`config.mk`:
```
export PLATFORM = sky130hd
export DESIGN_NAME = ten_bit_compare_pwm_timer
export DESIGN_NICKNAME = d
export VERILOG_FILES = /design/src/rtl/ten_bit_timer_pkg.sv /design/src/rtl/timer_tick_if.sv /design/src/rtl/ten_bit_compare_pwm_timer.sv /design/src/rtl/timer_tick_divider.sv
export SDC_FILE = /design/constraint.sdc
export NUM_CORES = 1
export LEC_CHECK = 0
export BUFFER_PORTS_ARGS = -buffer_cell sky130_fd_sc_hd__buf_4
export CAP_MARGIN = 20
export CORE_MARGIN = 2
export CORE_UTILIZATION = 56
export CTS_CLUSTER_DIAMETER = 40
export DETAILED_ROUTE_END_ITERATION = 12
export HOLD_SLACK_MARGIN = 0.15
export PLACE_DENSITY = 0.93
export RECOVER_POWER = 100
export SETUP_SLACK_MARGIN = 0.5
export SLEW_MARGIN = 5
export SYNTH_ARGS = -nofsm -noshare
export SYNTH_HDL_FRONTEND = slang
export SYNTH_SLANG_ARGS = --single-unit
```
`constraint.sdc`:
```
create_clock -name pclk -period 3.35 [get_ports pclk]
set_input_delay 0.1675 -clock pclk [delete_from_list [all_inputs] [get_ports pclk]]
set_output_delay 0.1675 -clock pclk [all_outputs]
set_load 0.03 [all_outputs]
```
`src/rtl/ten_bit_timer_pkg.sv`:
```
package ten_bit_timer_pkg;

    localparam int unsigned CNT_W = 10;
    localparam int unsigned CMP_P_W = 3;
    localparam int unsigned P_SHIFT = 7;

    // register byte addresses
    localparam logic [7:0] OFF_CONTROL0 = 8'h00;
    localparam logic [7:0] OFF_CONTROL1 = 8'h04;
    localparam logic [7:0] OFF_CNT_LOW = 8'h08;
    localparam logic [7:0] OFF_CNT_HIGH = 8'h0c;
    localparam logic [7:0] OFF_CMPA_LOW = 8'h10;
    localparam logic [7:0] OFF_CMPA_HIGH = 8'h14;
    localparam logic [7:0] OFF_STATUS = 8'h18;

    // control0 fields
    localparam int unsigned C0_RUN = 3;
    localparam int unsigned C0_CLKSEL_LO = 4;
    localparam int unsigned C0_CMP_P_LO = 0;
    localparam logic [7:0] C0_MASK = 8'h3f;

    // control1 fields
    localparam int unsigned C1_CLEAR_SEL = 0;
    localparam int unsigned C1_SWAP = 1;
    localparam int unsigned C1_INVERT = 2;
    localparam int unsigned C1_INIT_LEVEL = 3;
    localparam int unsigned C1_ACTION_LO = 4;
    localparam int unsigned C1_MODE_LO = 6;

    // status fields, write one to clear
    localparam int unsigned ST_MATCH_A = 0;
    localparam int unsigned ST_MATCH_P = 1;

    localparam logic [7:0] RESET_BYTE = 8'h00;

    // mode_select encodings
    localparam logic [1:0] MODE_COMPARE = 2'h0;
    localparam logic [1:0] MODE_CAPTURE = 2'h1;
    localparam logic [1:0] MODE_PWM = 2'h2;
    localparam logic [1:0] MODE_TIMER = 2'h3;

    // pin_action encodings
    localparam logic [1:0] ACT_NONE = 2'h0;
    localparam logic [1:0] ACT_LOW = 2'h1;
    localparam logic [1:0] ACT_HIGH = 2'h2;
    localparam logic [1:0] ACT_TOGGLE = 2'h3;
    localparam logic [1:0] PWM_FORCE_INACTIVE = 2'h0;
    localparam logic [1:0] PWM_FORCE_ACTIVE = 2'h1;
    localparam logic [1:0] PWM_WAVE = 2'h2;

    // timer clock divide ratios as log2, per clock select code
    localparam int unsigned DIV_W = 6;
    localparam logic [2:0] DIV_LOG2_0 = 3'h0;
    localparam logic [2:0] DIV_LOG2_1 = 3'h2;
    localparam logic [2:0] DIV_LOG2_2 = 3'h4;
    localparam logic [2:0] DIV_LOG2_3 = 3'h6;

endpackage

```
`src/rtl/timer_tick_if.sv`:
```
`timescale 1ns/1ns
interface timer_tick_if;
    logic [1:0] clk_select;
    logic       tick;

    modport source (input clk_select, output tick);
    modport sink   (output clk_select, input tick);
endinterface

```
`src/rtl/ten_bit_compare_pwm_timer.sv`:
```
`timescale 1ns/1ns
module ten_bit_compare_pwm_timer (
    input  wire logic        pclk,
    input  wire logic        presetn,
    input  wire logic        psel,
    input  wire logic        penable,
    input  wire logic        pwrite,
    input  wire logic [7:0]  paddr,
    input  wire logic [31:0] pwdata,
    output logic [31:0]      prdata,
    output logic             pready,
    output logic             pslverr,
    output logic             timer_output_pin,
    output logic             timer_output_enable
);
    localparam int unsigned W = ten_bit_timer_pkg::CNT_W;

    // P meets only the top bits, so its field must end where the count ends
    if (ten_bit_timer_pkg::CMP_P_W + ten_bit_timer_pkg::P_SHIFT != W) begin : g_width_check
        $error("compare P field does not line up with the counter top");
    end

    logic [7:0]   control0_q;
    logic [7:0]   control1_q;
    logic [W-1:0] compare_a_value_q;
    logic [W-1:0] counter_q;
    logic         match_a_flag_q;
    logic         match_p_flag_q;
    logic         run_prev_q;
    logic         pin_state_q;
    logic         pin_out_q;
    logic         pin_oe_q;
    logic [31:0]  prdata_q;
    logic         pready_q;
    logic         pslverr_q;

    timer_tick_if tk ();

    // a select change takes effect at once; the first tick after it may come early
    timer_tick_divider #(
        .DIVIDER_W (ten_bit_timer_pkg::DIV_W)
    ) u_divider (
        .pclk    (pclk),
        .presetn (presetn),
        .tk      (tk.source)
    );

    // control fields
    logic                                   counter_run;
    logic [ten_bit_timer_pkg::CMP_P_W-1:0]  compare_p_value;
    logic                                   counter_clear_select;
    logic                                   period_duty_swap;
    logic                                   output_invert;
    logic                                   output_initial_level;
    logic [1:0]                             pin_action;
    logic [1:0]                             mode_select;

    assign counter_run          = control0_q[ten_bit_timer_pkg::C0_RUN];
    assign compare_p_value      = control0_q[ten_bit_timer_pkg::C0_CMP_P_LO +: ten_bit_timer_pkg::CMP_P_W];
    assign tk.clk_select        = control0_q[ten_bit_timer_pkg::C0_CLKSEL_LO +: 2];
    assign counter_clear_select = control1_q[ten_bit_timer_pkg::C1_CLEAR_SEL];
    assign period_duty_swap     = control1_q[ten_bit_timer_pkg::C1_SWAP];
    assign output_invert        = control1_q[ten_bit_timer_pkg::C1_INVERT];
    assign output_initial_level = control1_q[ten_bit_timer_pkg::C1_INIT_LEVEL];
    assign pin_action           = control1_q[ten_bit_timer_pkg::C1_ACTION_LO +: 2];
    assign mode_select          = control1_q[ten_bit_timer_pkg::C1_MODE_LO +: 2];

    // counting and comparing
    logic         run_rise;
    logic         step;
    logic [W:0]   cnt_next;
    logic [W:0]   p_span;
    logic [W:0]   a_span;
    logic [W:0]   period_span;
    logic [W:0]   duty_span;
    logic         hit_a;
    logic         hit_p;
    logic         clear_cnt;
    logic         raise_a;
    logic         raise_p;
    logic         pwm_active;

    assign run_rise = counter_run & ~run_prev_q;
    // no step in the cycle of the run rise, so its clear always wins
    assign step     = counter_run & run_prev_q & tk.tick;
    assign cnt_next = (W+1)'(counter_q) + (W+1)'(1);

    always_comb begin
        // code 0 stands for the full 1024 span
        if (compare_p_value == '0) begin
            p_span = (W+1)'(1) << W;
        end else begin
            p_span = (W+1)'({compare_p_value, {ten_bit_timer_pkg::P_SHIFT{1'b0}}});
        end
        // software keeps compare A nonzero in compare mode; zero acts as the full span
        if (compare_a_value_q == '0) begin
            a_span = (W+1)'(1) << W;
        end else begin
            a_span = (W+1)'(compare_a_value_q);
        end
        // P sets only the top three bits and the whole next count is compared: the match lands on a multiple of 128
        hit_p = (cnt_next == p_span);
        hit_a = (cnt_next == a_span);
        clear_cnt = 1'b0;
        raise_a   = hit_a;
        raise_p   = hit_p;
        if (mode_select == ten_bit_timer_pkg::MODE_PWM) begin
            clear_cnt = period_duty_swap ? hit_a : hit_p;
        end else if (mode_select == ten_bit_timer_pkg::MODE_CAPTURE) begin
            clear_cnt = hit_p;
        end else if (counter_clear_select) begin
            clear_cnt = hit_a;
            raise_p   = 1'b0;
        end else begin
            clear_cnt = hit_p;
        end
    end

    // pwm decision: duty is held against the count itself, not the next count
    always_comb begin
        if (period_duty_swap) begin
            period_span = a_span;
            duty_span   = p_span;
        end else begin
            period_span = p_span;
            duty_span   = (W+1)'(compare_a_value_q);
        end
        // duty at or above period: active the whole period
        pwm_active = ((W+1)'(counter_q) < duty_span) || (duty_span >= period_span);
    end

    always_ff @(posedge pclk or negedge presetn) begin
        if (!presetn) begin
            run_prev_q <= 1'b0;
        end else begin
            run_prev_q <= counter_run;
        end
    end

    always_ff @(posedge pclk or negedge presetn) begin
        if (!presetn) begin
            counter_q <= '0;
        end else if (run_rise) begin
            counter_q <= '0;
        end else if (step) begin
            counter_q <= clear_cnt ? '0 : cnt_next[W-1:0];
        end
    end

    // compare-mode pin state
    always_ff @(posedge pclk or negedge presetn) begin
        if (!presetn) begin
            pin_state_q <= 1'b0;
        end else if (run_rise) begin
            pin_state_q <= output_initial_level;
        end else if (step && hit_a && mode_select == ten_bit_timer_pkg::MODE_COMPARE) begin
            case (pin_action)
                ten_bit_timer_pkg::ACT_LOW: begin
                    pin_state_q <= 1'b0;
                end
                ten_bit_timer_pkg::ACT_HIGH: begin
                    pin_state_q <= 1'b1;
                end
                ten_bit_timer_pkg::ACT_TOGGLE: begin
                    pin_state_q <= ~pin_state_q;
                end
                default: begin
                    pin_state_q <= pin_state_q;
                end
            endcase
        end
    end

    // registered output stage, one cycle behind the counter
    always_ff @(posedge pclk or negedge presetn) begin
        if (!presetn) begin
            pin_out_q <= 1'b0;
            pin_oe_q  <= 1'b0;
        end else begin
            case (mode_select)
                ten_bit_timer_pkg::MODE_COMPARE: begin
                    pin_out_q <= pin_state_q ^ output_invert;
                    pin_oe_q  <= 1'b1;
                end
                ten_bit_timer_pkg::MODE_PWM: begin
                    pin_oe_q <= 1'b1;
                    // invert applies to the forced levels as well
                    if (pin_action == ten_bit_timer_pkg::PWM_FORCE_ACTIVE) begin
                        pin_out_q <= output_initial_level ^ output_invert;
                    end else if (pin_action == ten_bit_timer_pkg::PWM_WAVE) begin
                        pin_out_q <= (pwm_active ~^ output_initial_level) ^ output_invert;
                    end else begin
                        // single pulse is not built: it rests inactive like code 00
                        pin_out_q <= ~output_initial_level ^ output_invert;
                    end
                end
                default: begin
                    // timer/counter and capture leave the pin to other functions
                    pin_out_q <= 1'b0;
                    pin_oe_q  <= 1'b0;
                end
            endcase
        end
    end

    // apb
    logic       acc_write;
    logic       mapped;
    logic [7:0] read_byte;

    // the counter ignores writes silently; unmapped addresses are not written and answer with a slave error
    assign acc_write = psel & penable & pready_q & pwrite & ~pslverr_q;

    // counter halves are not latched together; a carry may fall between two reads
    always_comb begin
        mapped    = 1'b1;
        read_byte = 8'h00;
        if (paddr == ten_bit_timer_pkg::OFF_CONTROL0) begin
            read_byte = control0_q;
        end else if (paddr == ten_bit_timer_pkg::OFF_CONTROL1) begin
            read_byte = control1_q;
        end else if (paddr == ten_bit_timer_pkg::OFF_CNT_LOW) begin
            read_byte = counter_q[7:0];
        end else if (paddr == ten_bit_timer_pkg::OFF_CNT_HIGH) begin
            read_byte = {6'h00, counter_q[9:8]};
        end else if (paddr == ten_bit_timer_pkg::OFF_CMPA_LOW) begin
            read_byte = compare_a_value_q[7:0];
        end else if (paddr == ten_bit_timer_pkg::OFF_CMPA_HIGH) begin
            read_byte = {6'h00, compare_a_value_q[9:8]};
        end else if (paddr == ten_bit_timer_pkg::OFF_STATUS) begin
            read_byte = {6'h00, match_p_flag_q, match_a_flag_q};
        end else begin
            mapped = 1'b0;
        end
    end

    // answer is prepared in the setup cycle so every output leaves a flop
    always_ff @(posedge pclk or negedge presetn) begin
        if (!presetn) begin
            pready_q  <= 1'b0;
            pslverr_q <= 1'b0;
        end else begin
            pready_q  <= psel & ~penable;
            pslverr_q <= psel & ~penable & ~mapped;
        end
    end

    // read data stands until the next setup
    always_ff @(posedge pclk or negedge presetn) begin
        if (!presetn) begin
            prdata_q <= 32'h0000_0000;
        end else if (psel && !penable) begin
            prdata_q <= {24'h00_0000, read_byte};
        end
    end

    always_ff @(posedge pclk or negedge presetn) begin
        if (!presetn) begin
            control0_q <= ten_bit_timer_pkg::RESET_BYTE;
        end else if (acc_write && paddr == ten_bit_timer_pkg::OFF_CONTROL0) begin
            control0_q <= pwdata[7:0] & ten_bit_timer_pkg::C0_MASK;
        end
    end

    // mode and action are meant to change only while stopped; nothing enforces it
    always_ff @(posedge pclk or negedge presetn) begin
        if (!presetn) begin
            control1_q <= ten_bit_timer_pkg::RESET_BYTE;
        end else if (acc_write && paddr == ten_bit_timer_pkg::OFF_CONTROL1) begin
            control1_q <= pwdata[7:0];
        end
    end

    // halves are written independently, with no staging register
    always_ff @(posedge pclk or negedge presetn) begin
        if (!presetn) begin
            compare_a_value_q <= '0;
        end else if (acc_write) begin
            if (paddr == ten_bit_timer_pkg::OFF_CMPA_LOW) begin
                compare_a_value_q[7:0] <= pwdata[7:0];
            end else if (paddr == ten_bit_timer_pkg::OFF_CMPA_HIGH) begin
                compare_a_value_q[9:8] <= pwdata[1:0];
            end
        end
    end

    // sticky flags, one per comparator: a match in the clearing cycle wins
    logic       clr_status;
    logic [1:0] flag_set;
    logic [1:0] flag_clr;
    logic       flag_q [2];

    assign clr_status  = acc_write && paddr == ten_bit_timer_pkg::OFF_STATUS;
    assign flag_set[0] = step && raise_a;
    assign flag_set[1] = step && raise_p;
    assign flag_clr[0] = clr_status && pwdata[ten_bit_timer_pkg::ST_MATCH_A];
    assign flag_clr[1] = clr_status && pwdata[ten_bit_timer_pkg::ST_MATCH_P];

    for (genvar i = 0; i < 2; i++) begin : g_flag
        always_ff @(posedge pclk or negedge presetn) begin
            if (!presetn) begin
                flag_q[i] <= 1'b0;
            end else if (flag_set[i]) begin
                flag_q[i] <= 1'b1;
            end else if (flag_clr[i]) begin
                flag_q[i] <= 1'b0;
            end
        end
    end

    assign match_a_flag_q = flag_q[0];
    assign match_p_flag_q = flag_q[1];

    assign prdata              = prdata_q;
    assign pready              = pready_q;
    assign pslverr             = pslverr_q;
    assign timer_output_pin    = pin_out_q;
    assign timer_output_enable = pin_oe_q;
endmodule

```
`src/rtl/timer_tick_divider.sv`:
```
`timescale 1ns/1ns
module timer_tick_divider #(
    parameter int unsigned DIVIDER_W = ten_bit_timer_pkg::DIV_W
) (
    input  wire logic pclk,
    input  wire logic presetn,
    timer_tick_if.source tk
);
    logic [DIVIDER_W-1:0] div_q;
    logic [2:0]           log2_sel;
    logic [DIVIDER_W-1:0] wrap_mask;
    logic                 tick_q;

    if (DIVIDER_W < ten_bit_timer_pkg::DIV_W) begin : g_width_check
        $error("divider too narrow for the largest ratio");
    end

    always_comb begin
        if (tk.clk_select == 2'h0) begin
            log2_sel = ten_bit_timer_pkg::DIV_LOG2_0;
        end else if (tk.clk_select == 2'h1) begin
            log2_sel = ten_bit_timer_pkg::DIV_LOG2_1;
        end else if (tk.clk_select == 2'h2) begin
            log2_sel = ten_bit_timer_pkg::DIV_LOG2_2;
        end else begin
            log2_sel = ten_bit_timer_pkg::DIV_LOG2_3;
        end
        wrap_mask = DIVIDER_W'((1 << log2_sel) - 1);
    end

    always_ff @(posedge pclk or negedge presetn) begin
        if (!presetn) begin
            div_q  <= '0;
            tick_q <= 1'b0;
        end else begin
            div_q  <= DIVIDER_W'(div_q + 1'b1);
            // one pulse per ratio; a select change only shifts the phase once
            tick_q <= ((div_q & wrap_mask) == wrap_mask);
        end
    end

    assign tk.tick = tick_q;
endmodule

```
==> summary.txt, run 1 <==
Logic synthesis
  – Post-synth ARST share: between 90% and 100%
  – Seq cells post-synth: 57
  – Post-Syn Area per Cell: roughly 9.4 um^2
  – Post-synthesis cell count: 428
  – Post-synth EDFFs: 0
  – Synth warnings: 0
  – Netlist cell types: 63
  – Post-synthesis sequential area ratio: 35.5%
  – Synth Flop Type: dfrtp_1
  – Synthesized area: 4020 um^2

Timing
  – Endpoints failing hold: 0
  – Setup TNS Final: 0 ps
  – Worst slew pin tran: 1410 ps
  – Max-slew headroom: 6.32%
  – Fmax: 344 MHz
  – Max Clock Skew: 7.82 ps
  – Final period utilization: 86.8%
  – Final Max Slew Viols: 0
  – Minimum clock period: 2910 ps
  – Final setup violation count: 0
  – Unrepaired setup endpoints after global routing: no

Routing
  – Iter 0 DRT Violations: 355
  – DRC: 0
  – First-pass DRT Iterations: 6
  – Routed vias: approximately 3700
  – Routed wire per std cell: 18.8 um
  – Antenna-violating nets left: 0
  – WL final: 10700 um
  – Vias per cell: ~6.5

Critical path
  – Slowest Stage Delay on Critical Path: 640 ps
  – Slowest stage cell, crit path: dfrtp_1
  – Kind of start point of the critical path: flop
  – Reg2reg setup slack: 440 ps
  – FF-to-FF End: timer_output_pin
  – R2R Path Start: control1_q[1]
  – Worst-path maximum fanout: 11
  – Worst setup EP type: flop
  – Setup Crit Path Kind: reg2reg
  – R2R depth: 8
  – CP cell instances: mux2_2 -> ha_1 -> a21o_1 -> a2111oi_0 -> o211ai_1 -> mux2i_1 -> o21ai_0 -> o31ai_1
  – Data arrival, critical path: 3110 ps
  – Worst EP required: 3550 ps

Clocking
  – Clock sink count: 57
  – Clk buf depth: 2
  – CTS Buf Count: 9
  – CTS tree: yes
  – H-tree depth: 3
  – Worst-path clk slew: 70 ps
  – Clk root buf: clkbuf_8
  – Clock latency on the worst-skew pair: 350 ps

Die
  – Boundary Pins: 81
  – Core Region: roughly 6900 um^2
  – FP Rows: 30
  – Die Y: 88.7 um
  – Chip Width: ~89 um
  – Initial Util: between 50% and 60%
  – Die Area: 7860 um^2

Flow run
  – # Max-Cap Violations: 0

Power and ir drop
  – Internal: 1.19 mW
  – Sequential share of power: 44.6%
  – Switching power: 375 uW
  – Logic gate share of total power: 8.0%
  – PD cells: 343 nW/um^2
  – Worst vdd rail ir drop: 0.000266 V
  – Switching share of power: 24.0%
  – Leak: 2.04 nW
  – Clock Power Share: between 40% and 50%

Finish
  – Number of fillers in the final layout: 547
  – ANT cells: 0
  – Area Overhead vs Synth: 13.3%
  – Commonest cells after routing, fill and taps aside: dfrtp_1, nand2_1, mux2_2
  – Final Cell Area: 4550 um^2
  – Nets@finish: 528
  – Commonest non-fill, non-tap cell in the layout: dfrtp_1
  – Layout cells sized above 1: between 10% and 20%

Global route
  – Overall routing resource usage: 27.7%
  – Total congestion overflow: 0
  – First-pass GRT wire length: 16600 um
  – Largest net degree at the start of global routing: 58
  – Vias in the first global route: 3540
  – Initial antenna violation count: 0

Placed design
  – IO buf count: 32
  – GPL Wtd Cong: just under 1
  – Placed cell areas: 4210 um^2
  – DP Wirelength: 7280 um

Worst hold path
  – Hold path cells: 3
  – Hold worst-path end: pslverr
  – Hold Path Class: in2reg
  – Hold Path Origin: paddr[3]

Run status
  – Outcome: finished clean
[registers in the layout, summed over array words and instances, names as in the netlist]
signal	cells
prdata	8
timer_output_enable	1
counter_q	10
pin_state_q	1
control1_q	8
run_prev_q	1
match_a_flag_q	1
pready	1
u_divider.tk.tick	1
match_p_flag_q	1
pslverr	1
u_divider.div_q	6
compare_a_value_q	10
control0_q	6
timer_output_pin	1
[cell families after synthesis]
logic type,synth area share (%)
multiplexers,11.5
AND/OR/NAND/NOR,20.4
buffers and inverters,8.48
AO/OA/AOI/OAI,13.8
XOR/XNOR,5.30
flip-flops,35.5
other,0.0934
adder cells (fa/ha/maj),4.99
[power groups by stage]
stage | clock network, mW | registers, mW | logic (mW)
after CTS | 0.750 | 0.697 | 0.125
final | 0.740 | 0.697 | 0.125
after global routing | 0.777 | 0.697 | 0.135
after global placement | 0 | 0.709 | 0.111
after floorplan | 0 | 0.714 | 0.0857
after detailed placement | 0 | 0.710 | 0.115
[cell usage after synthesis, drive strengths merged (8+ instances only)]
cell     n  area share [%]
nand2   35             3.3
buf     34             6.2
dfrtp   57              36
ha      16             5.0
inv     11             1.0
a31oi   10             1.6
clkbuf  13             1.2
nand3   17             2.1
nor2b    8             1.2
mux2    30             8.4
nor2    19             1.8
o21ai   15             1.9
nand2b   9             1.4
a21oi   21             2.6
xnor2    8             1.7
mux2i   10             2.5
xor2    11             2.4
nor3    20             2.5
[per-stage QoR]
step / worst slack [ps] / cells / hold WS, ps / util [%] / power [mW]
after CTS: 528 / 563 / 162 / 66.0 / 1.57
after detailed placement: 340 / 538 / 262 / 61.3 / 0.825
after floorplan: 749 / 451 / -128 / - / 0.799
after global routing: 262 / 568 / 192 / 66.2 / 1.61
after global placement: 452 / 538 / 250 / 61.3 / 0.821
final: 444 / 568 / 174 / 66.2 / 1.56
[timing repair]
action,in CTS,in global routing
hold buffers,9,0
buffers inserted,0,5
setup endpoints to repair,11,12
endpoints found under the hold margin,82,0
resized for setup,2,11
[worst max-delay path: cells and delay by family (launching register included)]
kind / cells / cell delay, ps
adders and majority gates: 1 / 320
muxes: 2 / 590
AOI/OAI and AO/OA: 5 / 1220
DFF: 1 / 640
[area by class of cell]
type	count	area [um^2]	share of cell area [%]
clock buffers	12	155	3.41
well taps	96	120	2.64
inverters	11	41.3	0.907
repair buffers	52	358	7.86
clock inverters	4	75.1	1.65
multi-input cells	336	2370	52.1
flip-flops and latches	57	1430	31.4
[routing by layer]
layer	vias to the layer above	part of all wire, %	global-route usage (%)
met1	1756	37	32.1
met4	0	5.2	17.5
met5	-	0	0
met3	70	9.5	7.65
met2	256	49	45.3
li1	1592	-	-
[worst max path at each step]
stage	depth (start not counted)	slack (ps)	endpoint	startpoint
floorplan	10	750	counter_q[0]	counter_q[1]
global placement	8	450	counter_q[5]	counter_q[0]
detailed placement	8	340	counter_q[5]	counter_q[0]
CTS	10	530	counter_q[3]	counter_q[0]
global route	7	260	counter_q[5]	counter_q[6]
finish	8	440	timer_output_pin	control1_q[1]
(Power assumes the default switching activity.)
==> run 2, diff against run 1 <==
- ABC_AREA: not set -> 1
- CORE_UTILIZATION: 56 -> 55
- PLACE_DENSITY: 0.93 -> 0.92
==> summary.txt, run 2 <==
Run status
  – Outcome: finished clean

Timing
  – Unrepaired setup endpoints after global routing: no
  – Setup TNS Final: 0 ps
  – Minimum clock period: 2640 ps
  – Final Max Slew Viols: 0
  – Fmax: 379 MHz
  – Final period utilization: 78.9%
  – Worst slew pin tran: 1370 ps
  – Endpoints failing hold: 0
  – PnR worst setup slack: 708 ps
  – Max-slew headroom: 8.62%
  – Max Clock Skew: 10.4 ps
  – Final setup violation count: 0

Routing
  – DRC: 0
  – Iter 0 DRT Violations: 236
  – Routed vias: about 3800
  – WL final: 10400 um
  – First-pass DRT Iterations: 5
  – Antenna-violating nets left: 0
  – Routed wire per std cell: 15.0 um
  – Vias per cell: 5.44

Global route
  – Initial antenna violation count: 0
  – Vias in the first global route: 3619
  – Total congestion overflow: 0
  – Overall routing resource usage: around 29%
  – First-pass GRT wire length: 16700 um
  – Largest net degree at the start of global routing: between 50 and 60

Finish
  – Nets@finish: 654
  – Commonest non-fill, non-tap cell in the layout: nand2_1
  – Number of fillers in the final layout: between 600 and 700
  – Core Util, Final: around 64%
  – Area Overhead vs Synth: 13.1%
  – Biggest regs: compare_a_value_q x10, counter_q x10
  – Commonest cells after routing, fill and taps aside: nand2_1, inv_1, dfrtp_1
  – Layout cells sized above 1: 8.86%
  – Final Cell Area: between 4000 and 5000 um^2
  – ANT cells: 0

Power and ir drop
  – Leak: 2.05 nW
  – Internal: 1.15 mW
  – Clock Power Share: between 40 and 50%
  – Logic gate share of total power: 7.7%
  – Switching power: 403 uW
  – Worst vdd rail ir drop: 0.000294 V
  – Sequential share of power: 44.9%
  – Total Power: about 1.6 mW
  – Switching share of power: approximately a quarter
  – PD cells: 356 nW/um^2

Clocking
  – Clk buf depth: 2
  – CTS tree: yes
  – Clock latency on the worst-skew pair: roughly 340 ps
  – Worst-path clk slew: ~70 ps
  – Clock sink count: 57
  – CTS Buf Count: 9
  – H-tree depth: 3
  – Clk root buf: clkbuf_8

Critical path
  – Critical path startpoint: compare_a_value_q[2]
  – Worst EP required: around 3600 ps
  – Kind of start point of the critical path: flop
  – Setup Crit Path Kind: reg2reg
  – Worst-path maximum fanout: 6
  – Worst setup EP type: flop
  – R2R depth: 14
  – Setup crit end: timer_output_pin
  – Reg2reg setup slack: 710 ps
  – FF-to-FF End: timer_output_pin
  – Data arrival, critical path: approximately 2900 ps
  – R2R Path Start: compare_a_value_q[2]

Flow run
  – # Max-Cap Violations: 0

Die
  – FP Rows: 30
  – Boundary Pins: 81
  – Core Region: 6790 um^2
  – Initial Util: 56.8%
  – Die Y: between 80 and 90 um
  – Chip Width: 87.7 um
  – Die Area: 7700 um^2

Logic synthesis
  – Seq cells post-synth: 57
  – Post-Syn Area per Cell: 7.02 um^2
  – Post-synthesis sequential area ratio: 37.0%
  – Netlist cell types: 35
  – Yosys top cell by area: dfrtp_1
  – Synth cell count leaders: nand2_1, inv_1, dfrtp_1, o21ai_0, nand3_1
  – Most frequent cell after synthesis: nand2_1
  – Synth warnings: 0
  – Post-synthesis cell count: 549
  – Synth Flop Type: dfrtp_1
  – Post-synth ARST share: 100%
  – Share of the synthesized area in the top cell type: 37.0%
  – Synthesized area: 3860 um^2
  – Largest cells by area after synthesis: dfrtp_1, nand2_1, inv_1
  – Post-synth EDFFs: 0

Placed design
  – Placed cell areas: 4090 um^2
  – DP Wirelength: ~8000 um
  – GPL Wtd Cong: between 0.9 and 1
  – Post-place setup slack: 719 ps
  – IO buf count: 32

Worst hold path
  – Hold Path Class: in2reg
  – Hold path cells: 3
[run 2: routing by layer]
layer	global-route usage [%]	part of all wire (%)	vias up
li1	-	-	1814
met4	10.1	2.2	0
met1	34.6	42	1784
met3	5.37	6.1	27
met5	0	0	-
met2	50.8	50	148
[run 2: power groups by stage]
stage	Clock [mW]	Sequential (mW)	Combinational, mW
global placement	0	0.711	0.113
floorplan	0	0.719	0.0813
detailed placement	0	0.711	0.116
CTS	0.739	0.698	0.124
finish	0.735	0.698	0.119
global route	0.772	0.698	0.132
[run 2: worst min path at each step]
stage / startpoint / to / slack [ps]
after floorplan: presetn / compare_a_value_q[0] / -130
after global placement: presetn / counter_q[4] / 260
after detailed placement: presetn / counter_q[6] / 270
after CTS: pwdata[3] / control1_q[3] / 160
after global routing: pwdata[3] / control1_q[3] / 200
final: pwdata[3] / compare_a_value_q[3] / 170
[run 2: logic make-up (layout without fill, tap and decap cells)]
logic type	count (synthesis)	count (layout)	share of synthesized area, %
adder cells (fa/ha/maj)	16	16	5.19
XOR/XNOR	13	13	2.95
flip-flops	57	57	37.0
buffers and inverters	108	134	12.9
other	1	24	0.0972
AO/OA/AOI/OAI	85	85	12.2
AND/OR/NAND/NOR	269	269	29.7
[run 2: worst max-delay path, stage by stage (launching register included)]
cell and delay, ps:
dfrtp_1 480, nor2_1 170, nand3_1 100, nor3_1 380
o21ai_0 160, ha_1 310, a21oi_1 160, o21a_1 150
nand2_1 60, nor2_1 70, nand3_1 100, nand3_1 80
nand3_1 100, a21oi_1 150, nor2_1 60
[run 2: cell type report]
| class | count | area (um^2) | share of cell area, % |
|---|---|---|---|
| Multi-Input combinational cell | 407 | 2010 | 46.1 |
| Sequential cell | 57 | 1430 | 32.7 |
| Inverter | 76 | 289 | 6.63 |
| Timing Repair Buffer | 42 | 288 | 6.60 |
| Clock buffer | 9 | 124 | 2.84 |
| Tap cell | 96 | 120 | 2.75 |
| Clock inverter | 7 | 103 | 2.35 |
[run 2: through the flow]
step                hold WS, ps  std cells
detailed placement          268        668
CTS                         155        692
finish                      170        694
global route                196        694
floorplan                  -128        572
global placement            256        668
[run 2: timing repair]
item / 4_1_cts / 5_1_grt
hold endpoints to repair: 67 / 0
hold buffers: 8 / 0
setup endpoints to repair: 0 / 1
setup buffers: 0 / 2
gates resized for setup: 0 / 3
==> run 3, diff against run 2 <==
- CORE_UTILIZATION: 55 -> 50
- PLACE_DENSITY: 0.92 -> 0.89
- clock period: 3.35 -> 2.4 ns (I/O delays scaled with it)
==> summary.txt, run 3 (same netlist as run 2, synthesis figures left out) <==
Finish
  – Commonest cells after routing, fill and taps aside: nand2_1, inv_1, dfrtp_1
  – Area Overhead vs Synth: 30.0%
  – Layout cells sized above 1: approximately 26%
  – Commonest non-fill, non-tap cell in the layout: nand2_1
  – ANT cells: 0
  – Nets@finish: 697
  – Biggest regs: compare_a_value_q x10, counter_q x10
  – Core Util, Final: between 60% and 70%

Global route
  – Initial antenna violation count: 0
  – Total congestion overflow: 0
  – GR Util met3: 6.57%
  – First-pass GRT wire length: ~18000 um
  – Overall routing resource usage: between 20% and 30%
  – Met1 Use GR: ~35%
  – GRT Max-Usage Layer: met2
  – Met2 usage: between 40% and 50%
  – Vias in the first global route: 3928
  – Largest net degree at the start of global routing: 58

Timing
  – Final period utilization: 96.2%
  – Unrepaired setup endpoints after global routing: yes
  – Endpoints failing hold: 0
  – Minimum clock period: 2310 ps
  – Final setup violation count: 0
  – Max-slew headroom: 5.98%
  – Worst slew pin tran: 1410 ps
  – Max Clock Skew: about 11 ps
  – Final Max Slew Viols: 0
  – Fmax: 433 MHz

Clocking
  – Clk buf depth: 2
  – CTS Buf Count: 9
  – H-tree depth: 3
  – Worst-path clk slew: roughly 80 ps
  – Clock sink count: 57
  – Clk root buf: clkbuf_8
  – CTS tree: yes
  – Clock latency on the worst-skew pair: 350 ps

Routing
  – DRC: 0
  – Antenna-violating nets left: 0
  – First-pass DRT Iterations: 5
  – Iter 0 DRT Violations: 371
  – Vias per cell: between 5 and 6
  – WL final: between 10000 and 15000 um
  – Routed wire per std cell: about 16 um
  – Routed vias: 4112

Run status
  – Outcome: finished clean

Die
  – FP Rows: 32
  – Boundary Pins: roughly 80
  – Die Area: 8430 um^2
  – Core Region: 7610 um^2
  – Chip Width: 91.8 um
  – Die Y: 91.8 um
  – Initial Util: 50.7%

Power and ir drop
  – PD cells: approximately 440 nW/um^2
  – Worst vdd rail ir drop: 0.000435 V
  – Leak: approximately 2.3 nW
  – Total Power: 2.20 mW

Critical path
  – Kind of start point of the critical path: flop
  – Setup Crit Path Kind: reg2reg
  – Worst-path maximum fanout: 6
  – Worst setup EP type: flop
  – Data arrival, critical path: 2550 ps
  – Worst EP required: 2640 ps

Placed design
  – IO buf count: 32
  – GPL Wtd Cong: 1.03
  – DP Wirelength: 7840 um

Flow run
  – # Max-Cap Violations: 0

Worst hold path
  – Hold Path Class: in2reg
run 3: final timing paths:
check,from,endpoint,slack [ps],cells after the start
worst max-delay path,control1_q[1],timer_output_pin,90,18
worst max register to register,control1_q[1],timer_output_pin,90,18
min in group asynchronous,presetn,counter_q[1],610,2
worst min-delay path,pwrite,match_a_flag_q,210,4
worst min register to register,control0_q[3],run_prev_q,430,0
max in group asynchronous,presetn,counter_q[4],870,2
run 3: stage by stage:
step           worst slack (ps)  hold slack [ps]  setup TNS [ps]  std cells  area, um^2
6_report                   90.8              209               0        743        5010
5_1_grt                   -62.5              236           -62.5        743        5010
4_1_cts                     158              241               0        733        4910
3_5_place_dp                113              224               0        692        4240
3_3_place_gp                111              215               0        692        4240
2_1_floorplan               381             -176               0        572        3960
run 3: cell type report:
cell class	instances	area [um^2]
Tap cell	102	128
Multi-Input combinational cell	409	2340
Clock inverter	6	88.8
Timing Repair Buffer	83	602
Clock buffer	10	138
Inverter	76	287
Fill cell	627	2590
Sequential cell	57	1430
run 3: worst max-delay path, stage by stage (launching register included):
cell	delay, ps
dfrtp_1	390
inv_2	90
buf_4	150
nor2_1	60
a21oi_2	150
inv_1	60
ha_1	280
nand2_1	80
nand2_1	60
nand3_1	80
nand2_1	70
nor2_1	140
nand2_2	100
nand3_2	100
nand2_1	50
nand2_1	70
nand3_2	80
a21oi_2	130
nor2_1	50
run 3: per-layer routing:
layer  routed length, um  part of all wire (%)  vias to the layer above
li1                    -                     -                     1899
met4                 336                   2.9                        0
met5                   0                     0                        -
met1                4560                    39                     1946
met3                1040                   8.9                       42
met2                5670                    49                      225
run 3: report_power, final:
part / internal, mW / switching, mW / leakage (nW)
clock network: 0.614 / 0.431 / 0.109
registers: 0.968 / 0.00500 / 0.745
logic: 0.0537 / 0.132 / 1.46
total: 1.64 / 0.568 / 2.31
run 3: repair_timing:
item                                    in CTS  in global routing
hold endpoints to repair                    80                  0
hold buffers                                12                  0
cloned                                       2                  0
endpoints found under the setup margin      13                 37
setup buffers                               11                 10
resized for setup                           55                 47
pin swaps                                   19                 20
